`src/rtl/wsw_pkg.sv`:
```
package wsw_pkg;
    // register map of the plain software port
    localparam logic [1:0] ADDR_SW_WDOG_CTRL = 2'h0; // software_watchdog_control
    localparam logic [1:0] ADDR_RESET_CAUSE = 2'h1; // reset_cause_control
    localparam logic [1:0] ADDR_CONFIG_WORD = 2'h2; // watchdog_config_word, read only

    // software_watchdog_control layout
    localparam int SWC_EN_BIT = 0;
    localparam int SWC_PS_LSB = 1;
    localparam int SWC_PS_MSB = 3;
    localparam logic [7:0] SWC_RESET = 8'h00;
    localparam logic [7:0] SWC_IMPL_MASK = 8'h0f;

    // reset_cause_control layout
    localparam int RCC_PD_BIT = 2;
    localparam int RCC_TO_BIT = 3;

    // watchdog_config_word layout
    localparam int CFG_EN_BIT = 0;
    localparam int CFG_PS_LSB = 1;
    localparam int CFG_PS_MSB = 3;

    // ratio code that means 1:128 in the configuration field
    localparam logic [2:0] CFG_PS_DEFAULT = 3'h0;

    // oscillator start-up wait in crystal modes
    localparam int OST_OSC_PERIODS = 1024;

    // clock source codes
    localparam logic [1:0] OSC_RC = 2'h3;
    localparam logic [1:0] OSC_HS = 2'h2;
    localparam logic [1:0] OSC_EC = 2'h1;
    localparam logic [1:0] OSC_LP = 2'h0;

    typedef enum logic [1:0] {
        PWR_RUN,
        PWR_SLEEP,
        PWR_OST
    } wsw_pwr_t;
endpackage : wsw_pkg

```
`src/rtl/wsw_wdog_if.sv`:
```
`timescale 1ns/1ps
// link between the control block and the watchdog counter
interface wsw_wdog_if;
    logic run;
    logic clear;
    logic [2:0] ratio;
    logic expire;
    modport ctrl (output run, output clear, output ratio, input expire);
    modport cnt (input run, input clear, input ratio, output expire);
endinterface : wsw_wdog_if

```
`src/rtl/wsw_ctrl.sv`:
```
// Added by the designer: the address-and-strobe port and the register addresses.
`timescale 1ns/1ps
module wsw_ctrl
    import wsw_pkg::*;
#(
    parameter int BASE_TICKS = 16,
    parameter int IRQ_SRCS = 4
) (
    // clock and reset
    input wire logic ref_clk,
    input wire logic reset,
    // register port
    input wire logic [1:0] reg_addr,
    input wire logic [7:0] reg_wdata,
    input wire logic reg_wr,
    input wire logic reg_rd,
    output logic [7:0] reg_rdata,
    // configuration word, static straps
    input wire logic [7:0] watchdog_config_word,
    input wire logic [1:0] osc_mode,
    // core instruction strobes and state
    input wire logic sleep_instr,
    input wire logic watchdog_clear_instr,
    input wire logic global_irq_enable,
    input wire logic [20:0] core_pc,
    // wake sources: each clockless-capable source flag and its enable
    input wire logic [IRQ_SRCS-1:0] irq_flag,
    input wire logic [IRQ_SRCS-1:0] irq_enable,
    input wire logic external_reset_pin,
    // watchdog oscillator, free running
    input wire logic wdog_osc,
    // power and core control
    output logic osc_driver_off,
    output logic io_hold,
    output logic core_stall,
    output logic wake_resume,
    output logic wake_vector,
    output logic device_reset_req,
    output logic [20:0] prefetch_addr,
    output logic power_down_flag,
    output logic time_out_flag
);
    initial begin
        if (IRQ_SRCS < 1) $error("IRQ_SRCS must be at least 1");
    end

    localparam logic [10:0] OST_LAST = 11'(OST_OSC_PERIODS - 1);
    localparam logic [20:0] PC_STEP = 21'h0_0002;

    typedef struct packed {
        logic [7:0] swc;
        logic pd;
        logic to;
        wsw_pwr_t pwr;
        logic [10:0] ost;
        logic [7:0] rdata;
        logic clear_p;
        logic resume;
        logic vector;
        logic rst_req;
        logic [20:0] pf;
    } wsw_ctrl_t;

    wsw_ctrl_t st_r;
    wsw_ctrl_t st_nxt;
    wsw_wdog_if wd ();
    logic tick;
    logic cfg_en;
    logic wd_run;
    logic [2:0] ratio;
    logic irq_pend;
    logic crystal;

    wsw_osc_sync u_sync (
        .ref_clk(ref_clk),
        .reset(reset),
        .osc_in(wdog_osc),
        .tick(tick)
    );

    wsw_wdog_cnt #(.BASE_TICKS(BASE_TICKS)) u_cnt (
        .ref_clk(ref_clk),
        .reset(reset),
        .base_tick(tick),
        .wd(wd)
    );

    // watchdog enable and ratio selection
    always_comb begin
        cfg_en = watchdog_config_word[CFG_EN_BIT];
        wd_run = cfg_en | st_r.swc[SWC_EN_BIT];
        // config codes run 000=1:128 down to 111=1:1, software codes the other way round
        if (cfg_en) begin
            ratio = ~watchdog_config_word[CFG_PS_MSB:CFG_PS_LSB];
        end else begin
            ratio = st_r.swc[SWC_PS_MSB:SWC_PS_LSB];
        end
    end

    // enabled flags only, global enable deliberately ignored for wake
    assign irq_pend = |(irq_flag & irq_enable);
    assign crystal = (osc_mode == OSC_HS) || (osc_mode == OSC_LP);

    assign wd.run = wd_run;
    assign wd.ratio = ratio;
    assign wd.clear = st_r.clear_p;

    // power sequencing, flags and register port
    always_comb begin
        st_nxt = st_r;
        st_nxt.clear_p = 1'b0;
        st_nxt.resume = 1'b0;
        st_nxt.vector = 1'b0;
        st_nxt.rst_req = 1'b0;
        if (reg_wr && reg_addr == ADDR_SW_WDOG_CTRL) begin
            st_nxt.swc = reg_wdata & SWC_IMPL_MASK;
        end
        if (watchdog_clear_instr) begin
            st_nxt.clear_p = 1'b1;
        end
        case (st_r.pwr)
            PWR_RUN: begin
                if (wd.expire) begin
                    st_nxt.rst_req = 1'b1;
                    st_nxt.to = 1'b0;
                end else if (sleep_instr && !irq_pend) begin
                    st_nxt.clear_p = 1'b1;
                    st_nxt.pd = 1'b0;
                    st_nxt.to = 1'b1;
                    st_nxt.pf = core_pc + PC_STEP;
                    st_nxt.pwr = PWR_SLEEP;
                end else if (sleep_instr) begin
                    st_nxt.pf = core_pc + PC_STEP;
                end
            end
            PWR_SLEEP: begin
                // a flag already pending in the sleep cycle itself makes the sleep a nop in PWR_RUN, later flags are served here
                if (external_reset_pin) begin
                    st_nxt.rst_req = 1'b1;
                    st_nxt.pwr = PWR_RUN;
                end else if (wd.expire || irq_pend) begin
                    if (wd.expire) begin
                        st_nxt.to = 1'b0;
                    end
                    st_nxt.vector = irq_pend & global_irq_enable;
                    st_nxt.ost = '0;
                    if (crystal) begin
                        st_nxt.pwr = PWR_OST;
                    end else begin
                        st_nxt.resume = 1'b1;
                        st_nxt.pwr = PWR_RUN;
                    end
                end
            end
            PWR_OST: begin
                // counts system clocks as oscillator periods once the crystal restarts
                if (external_reset_pin) begin
                    st_nxt.rst_req = 1'b1;
                    st_nxt.pwr = PWR_RUN;
                end else if (st_r.ost == OST_LAST) begin
                    st_nxt.resume = 1'b1;
                    st_nxt.vector = st_r.vector;
                    st_nxt.pwr = PWR_RUN;
                end else begin
                    st_nxt.ost = st_r.ost + 11'h001;
                    st_nxt.vector = st_r.vector;
                end
            end
            default: begin
                st_nxt.pwr = PWR_RUN;
            end
        endcase
        // read data stands one cycle after the strobe
        st_nxt.rdata = 8'h00;
        if (reg_rd) begin
            if (reg_addr == ADDR_SW_WDOG_CTRL) begin
                st_nxt.rdata = st_r.swc & SWC_IMPL_MASK;
            end else if (reg_addr == ADDR_RESET_CAUSE) begin
                st_nxt.rdata[RCC_PD_BIT] = st_r.pd;
                st_nxt.rdata[RCC_TO_BIT] = st_r.to;
            end else if (reg_addr == ADDR_CONFIG_WORD) begin
                st_nxt.rdata = watchdog_config_word;
            end else begin
                st_nxt.rdata = 8'h00;
            end
        end
    end

    // power-up sets both flags; time-out set until an expiry clears it
    always_ff @(posedge ref_clk or posedge reset) begin
        if (reset) begin
            st_r <= '0;
            st_r.swc <= SWC_RESET;
            st_r.pd <= 1'b1;
            st_r.to <= 1'b1;
            st_r.pwr <= PWR_RUN;
        end else begin
            st_r <= st_nxt;
        end
    end

    // pins hold through sleep and start-up wait, driver stops in sleep only
    assign osc_driver_off = (st_r.pwr == PWR_SLEEP);
    assign io_hold = (st_r.pwr != PWR_RUN);
    assign core_stall = (st_r.pwr != PWR_RUN);
    assign wake_resume = st_r.resume;
    assign wake_vector = st_r.vector & st_r.resume;
    assign device_reset_req = st_r.rst_req;
    assign prefetch_addr = st_r.pf;
    assign power_down_flag = st_r.pd;
    assign time_out_flag = st_r.to;
    assign reg_rdata = st_r.rdata;
endmodule : wsw_ctrl

```
`src/rtl/wsw_wdog_cnt.sv`:
```
`timescale 1ns/1ps
// watchdog base period and postscaler, counted on the system clock via a tick
module wsw_wdog_cnt
    import wsw_pkg::*;
#(
    parameter int BASE_TICKS = 16
) (
    // clock and reset
    input wire logic ref_clk,
    input wire logic reset,
    // base tick from the watchdog oscillator, already in this domain
    input wire logic base_tick,
    // control side
    wsw_wdog_if.cnt wd
);
    initial begin
        if (BASE_TICKS < 1 || BASE_TICKS > 65536) $error("BASE_TICKS must be 1 to 65536");
    end

    typedef struct packed {
        logic [15:0] base;
        logic [6:0] post;
        logic expire;
    } wsw_cnt_t;

    wsw_cnt_t st_r;
    wsw_cnt_t st_nxt;
    logic [6:0] post_top;

    // code n gives 2**n base periods
    assign post_top = 7'((8'd1 << wd.ratio) - 8'd1);

    // base period counts ticks, postscaler counts base periods
    always_comb begin
        st_nxt = st_r;
        st_nxt.expire = 1'b0;
        if (wd.clear || !wd.run) begin
            st_nxt.base = '0;
            st_nxt.post = '0;
        end else if (base_tick) begin
            if (st_r.base == 16'(BASE_TICKS - 1)) begin
                st_nxt.base = '0;
                if (st_r.post >= post_top) begin
                    st_nxt.post = '0;
                    st_nxt.expire = 1'b1;
                end else begin
                    st_nxt.post = st_r.post + 7'h01;
                end
            end else begin
                st_nxt.base = st_r.base + 16'h0001;
            end
        end
    end

    always_ff @(posedge ref_clk or posedge reset) begin
        if (reset) begin
            st_r <= '0;
        end else begin
            st_r <= st_nxt;
        end
    end

    assign wd.expire = st_r.expire;
endmodule : wsw_wdog_cnt

```
`src/rtl/wsw_osc_sync.sv`:
```
`timescale 1ns/1ps
// two-flop capture of the watchdog oscillator level, one pulse per rising edge
module wsw_osc_sync (
    // clock and reset
    input wire logic ref_clk,
    input wire logic reset,
    // raw oscillator level
    input wire logic osc_in,
    // one-cycle pulse per oscillator rising edge
    output logic tick
);
    typedef struct packed {
        logic s1;
        logic s2;
        logic s3;
    } wsw_sync_t;

    wsw_sync_t st_r;
    wsw_sync_t st_nxt;

    // only s2 and s3 feed the edge detector, s1 is the metastable stage
    always_comb begin
        st_nxt.s1 = osc_in;
        st_nxt.s2 = st_r.s1;
        st_nxt.s3 = st_r.s2;
    end

    always_ff @(posedge ref_clk or posedge reset) begin
        if (reset) begin
            st_r <= '0;
        end else begin
            st_r <= st_nxt;
        end
    end

    assign tick = st_r.s2 & ~st_r.s3;
endmodule : wsw_osc_sync

```
`config.mk`:
```
export PLATFORM = sky130hd
export DESIGN_NAME = wsw_ctrl
export DESIGN_NICKNAME = d
export VERILOG_FILES = /design/src/rtl/wsw_pkg.sv /design/src/rtl/wsw_wdog_if.sv /design/src/rtl/wsw_ctrl.sv /design/src/rtl/wsw_wdog_cnt.sv /design/src/rtl/wsw_osc_sync.sv
export SDC_FILE = /design/constraint.sdc
export NUM_CORES = 1
export LEC_CHECK = 0
export BUFFER_PORTS_ARGS = -buffer_cell sky130_fd_sc_hd__buf_2
export CAP_MARGIN = 20
export CORE_AREA = 4 4 107 159
export CTS_BUF_LIST = sky130_fd_sc_hd__clkbuf_8
export CTS_CLUSTER_SIZE = 10
export DETAILED_ROUTE_END_ITERATION = 10
export DIE_AREA = 0 0 111 163
export GPL_TIMING_DRIVEN = 0
export PLACE_DENSITY_LB_ADDON = 0.08
export SYNTH_ARGS = -nofsm -noshare
export SYNTH_HDL_FRONTEND = slang
export SYNTH_SLANG_ARGS = --single-unit
```
`constraint.sdc`:
```
create_clock -name ref_clk -period 5.4 [get_ports ref_clk]
set_clock_uncertainty 0.2 [all_clocks]
set_input_delay 0.27 -clock ref_clk [delete_from_list [all_inputs] [get_ports ref_clk]]
set_output_delay 0.27 -clock ref_clk [all_outputs]
set_load 0.02 [all_outputs]
```
==> flow_summary.json <==
{
  "finalCriticalPeriod_ns": 3.235,
  "vias": 3950,
  "die_w_um": 111,
  "port_buffers": 88,
  "tightest_slew_ns": 0.7233,
  "hold_class": "input port to flop",
  "clock_latency_ns": 0.36,
  "rsz0062_at_grt": "no",
  "post_synth.cell_area_avg_um2": 9.473,
  "place.gp.congestion": 0.8008,
  "synth_edf_count": 0,
  "synth.ff_latch_count": 79,
  "fmax_mhz": 309.1,
  "synth_fp_nets": 561,
  "grt_first_pass_wirelength_um": 19920,
  "drtIter0Drc": 163,
  "worstPathCellList": "dlygate4sd3_1 -> buf_2 -> a21oi_1 -> or3_1 -> ha_1 -> xor2_1 -> nor2_1 -> a21oi_1 -> ha_1 -> nand4_1 -> nor2_1 -> a211oi_2 -> buf_4 -> nand3_1 -> a31oi_1",
  "ctsResizeCount": 0,
  "cts_hold_buf": 19,
  "area_growth_pct": 25.31,
  "syn_inst": 487,
  "cellPowerDensity_nw_per_um2": 340.5,
  "start_util": 0.2952,
  "syn_area_um2": 4613,
  "cp-end-kind": "flop",
  "relSlewSlack": 0.5168,
  "fin_nets": 680,
  "cts-root-buf": "clkbuf_8",
  "synth-async-reset-ratio": 1.000,
  "avgViaCountPerCell": 4.853,
  "antenna_found_initial": 0,
  "hold_viol": 0,
  "ys_seq_area_frac": 0.4291,
  "cts_tree": "done",
  "grt_overflow": 0,
  "drive_gt1_frac": 0.2815,
  "timing.final.crit_share": 0.5990,
  "leakagePower_nw": 2.711,
  "grt_pass1_vias": 4176,
  "cap_violations": 0,
  "startpoint_type": "input port",
  "cts_made_buffers": 9,
  "nFillCells": 1587,
  "holdWs_ns": 0.02015,
  "diodes": 0,
  "cts.sinks": 79,
  "htree_levels": 3,
  "die_h_um": 163,
  "critPathTopFamily": "buffers and inverters",
  "ir_drop_mv": 0.1833,
  "grt_max_degree": 69,
  "slew_viol_final": 0,
  "cpPeakStageDelay_ns": 0.52,
  "coreArea_um2": 15630,
  "synth_ff_type": "dfrtp_1",
  "detail-route-antenna-nets": 0,
  "dp_hpwl_um": 8711,
  "first_pass_iters": 4,
  "path_clk_slew_ns": 0.09,
  "crit_path_max_fanout": 10,
  "crit_buf_inv": 3,
  "synth_cell_types": 62,
  "ios": 95,
  "cp.required_ns": 5.48,
  "cts_setup_buffers": 0,
  "drt-total-wl_um": 11760,
  "fin_tns_setup_ns": 0,
  "fp.dieArea_um2": 18090,
  "run_status": "finished clean",
  "core.rowCount": 56,
  "critPathKind": "input port to flop",
  "p_total_w": 0.001968,
  "clock_path_buffers": 2,
  "cp.arrival_ns": 3.31,
  "post_drt_wl_per_cell_um": 14.45,
  "setup_viol": 0,
  "route.detailed.drc": 0,
  "critical-path-slowest-cell": "dlygate4sd3_1",
  "track_usage": 0.1335,
  "synth_warnings": 0
}
## synth_stat cells, drive strengths merged (3+ instances only)
cell / number / share of area
a221o: 3 / 0.0065
or2: 7 / 0.0095
o21ai: 38 / 0.041
and3: 15 / 0.020
xnor2: 6 / 0.011
nor3b: 4 / 0.0065
mux2: 6 / 0.015
xor2: 16 / 0.030
a22o: 6 / 0.012
nor4: 7 / 0.017
a211o: 4 / 0.0076
or3: 5 / 0.0068
nand2b: 5 / 0.0068
ha: 16 / 0.043
nand3b: 3 / 0.0049
dfrtp: 77 / 0.42
nor2: 34 / 0.028
and2: 5 / 0.0068
a21oi: 14 / 0.015
and4: 4 / 0.0076
inv: 13 / 0.011
nor3: 8 / 0.014
nand3: 33 / 0.039
nand2: 53 / 0.043
nor2b: 3 / 0.0041
a31oi: 14 / 0.020
o211ai: 3 / 0.0049
buf: 36 / 0.059
nand4: 10 / 0.015
mux2i: 6 / 0.013
clkbuf: 8 / 0.0065
## power breakdown
group | internal, W | switching (W)
Clock | 0.000323 | 0.000242
Sequential | 0.000687 | 0.0000545
Combinational | 0.000290 | 0.000372
## layer usage
metal | part of all wire | wire length (µm) | track usage
met4 | 0.024 | 277 | 0.05826
met3 | 0.038 | 442 | 0.02825
met1 | 0.41 | 4813 | 0.1485
met5 | 0 | 0 | 0
met2 | 0.53 | 6226 | 0.2445
## area by class of cell
cell class                 count  area [µm²]  share of cell area
multi-input combinational    351        2285              0.3952
sequential                    79        1979              0.3424
timing repair buffer         108       658.1              0.1139
buffer                        44       300.3             0.05195
tap                          203       254.0             0.04394
clock buffer                  10       137.6             0.02381
clock inverter                 6       115.1             0.01991
inverter                      13       51.30            0.008874
## state kept, by name, summed over array words and instances, names as in the netlist
name,cells
u_cnt.st_r,23
time_out_flag,1
st_r,18
u_cnt.wd.expire,1
reg_rdata,8
device_reset_req,1
power_down_flag,1
u_sync.st_nxt,2
wake_resume,1
prefetch_addr,21
u_sync.st_r,1
wd.clear,1
## path summary, 6_finish.rpt
kind                       slack [ns]                       start  cells after the start                       endpoint
min                              0.02                 core_pc[17]                      3  prefetch_addr[17]$_DFFE_PP0P_
max                              2.17     watchdog_config_word[1]                     15      u_cnt.st_r[4]$_DFFE_PP0P_
max reg2reg                      2.21        st_r[51]$_DFFE_PP0P_                     14      u_cnt.st_r[4]$_DFFE_PP0P_
min in group asynchronous        0.17                       reset                      3  prefetch_addr[11]$_DFFE_PP0P_
max in group asynchronous        4.21                       reset                      4      time_out_flag$_DFFE_PP1P_
min reg2reg                      0.16  u_sync.st_nxt[1]$_DFF_PP0_                      0     u_sync.st_nxt[0]$_DFF_PP0_
## cell families after synthesis
kind of cell	synth area share
and+or+nand+nor	0.2354
AOI/OAI and AO/OA	0.1470
DFF	0.4291
buffers and inverters	0.07567
xor gates and xnor gates	0.04177
adders and majority gates	0.04340
muxes	0.02766
## placed cells by master (no fill, tap or decap), types with 16 or more instances in the layout
master and instances:
buf_2 91, dfrtp_1 77, nand2_1 53, nor2_1 34, o21ai_0 34, nand3_1 32
buf_4 31, dlygate4sd3_1 19, xor2_1 16, ha_1 16
## stage by stage
stage	cell area [µm²]	util	setup slack (ns)	cells
3_5_place_dp	5338	0.3416	2.078	779
4_1_cts	5781	0.3700	2.145	814
2_1_floorplan	4613	-	2.512	487
6_report	5781	0.3700	2.165	814
3_3_place_gp	5308	0.3397	1.686	778
5_1_grt	5781	0.3700	1.869	814
## tightest hold or removal path, stage by stage
cell	delay, ns
buf_2	0.09
xor2_1	0.06
o21ai_1	0.11
(Power assumes the default switching activity.)
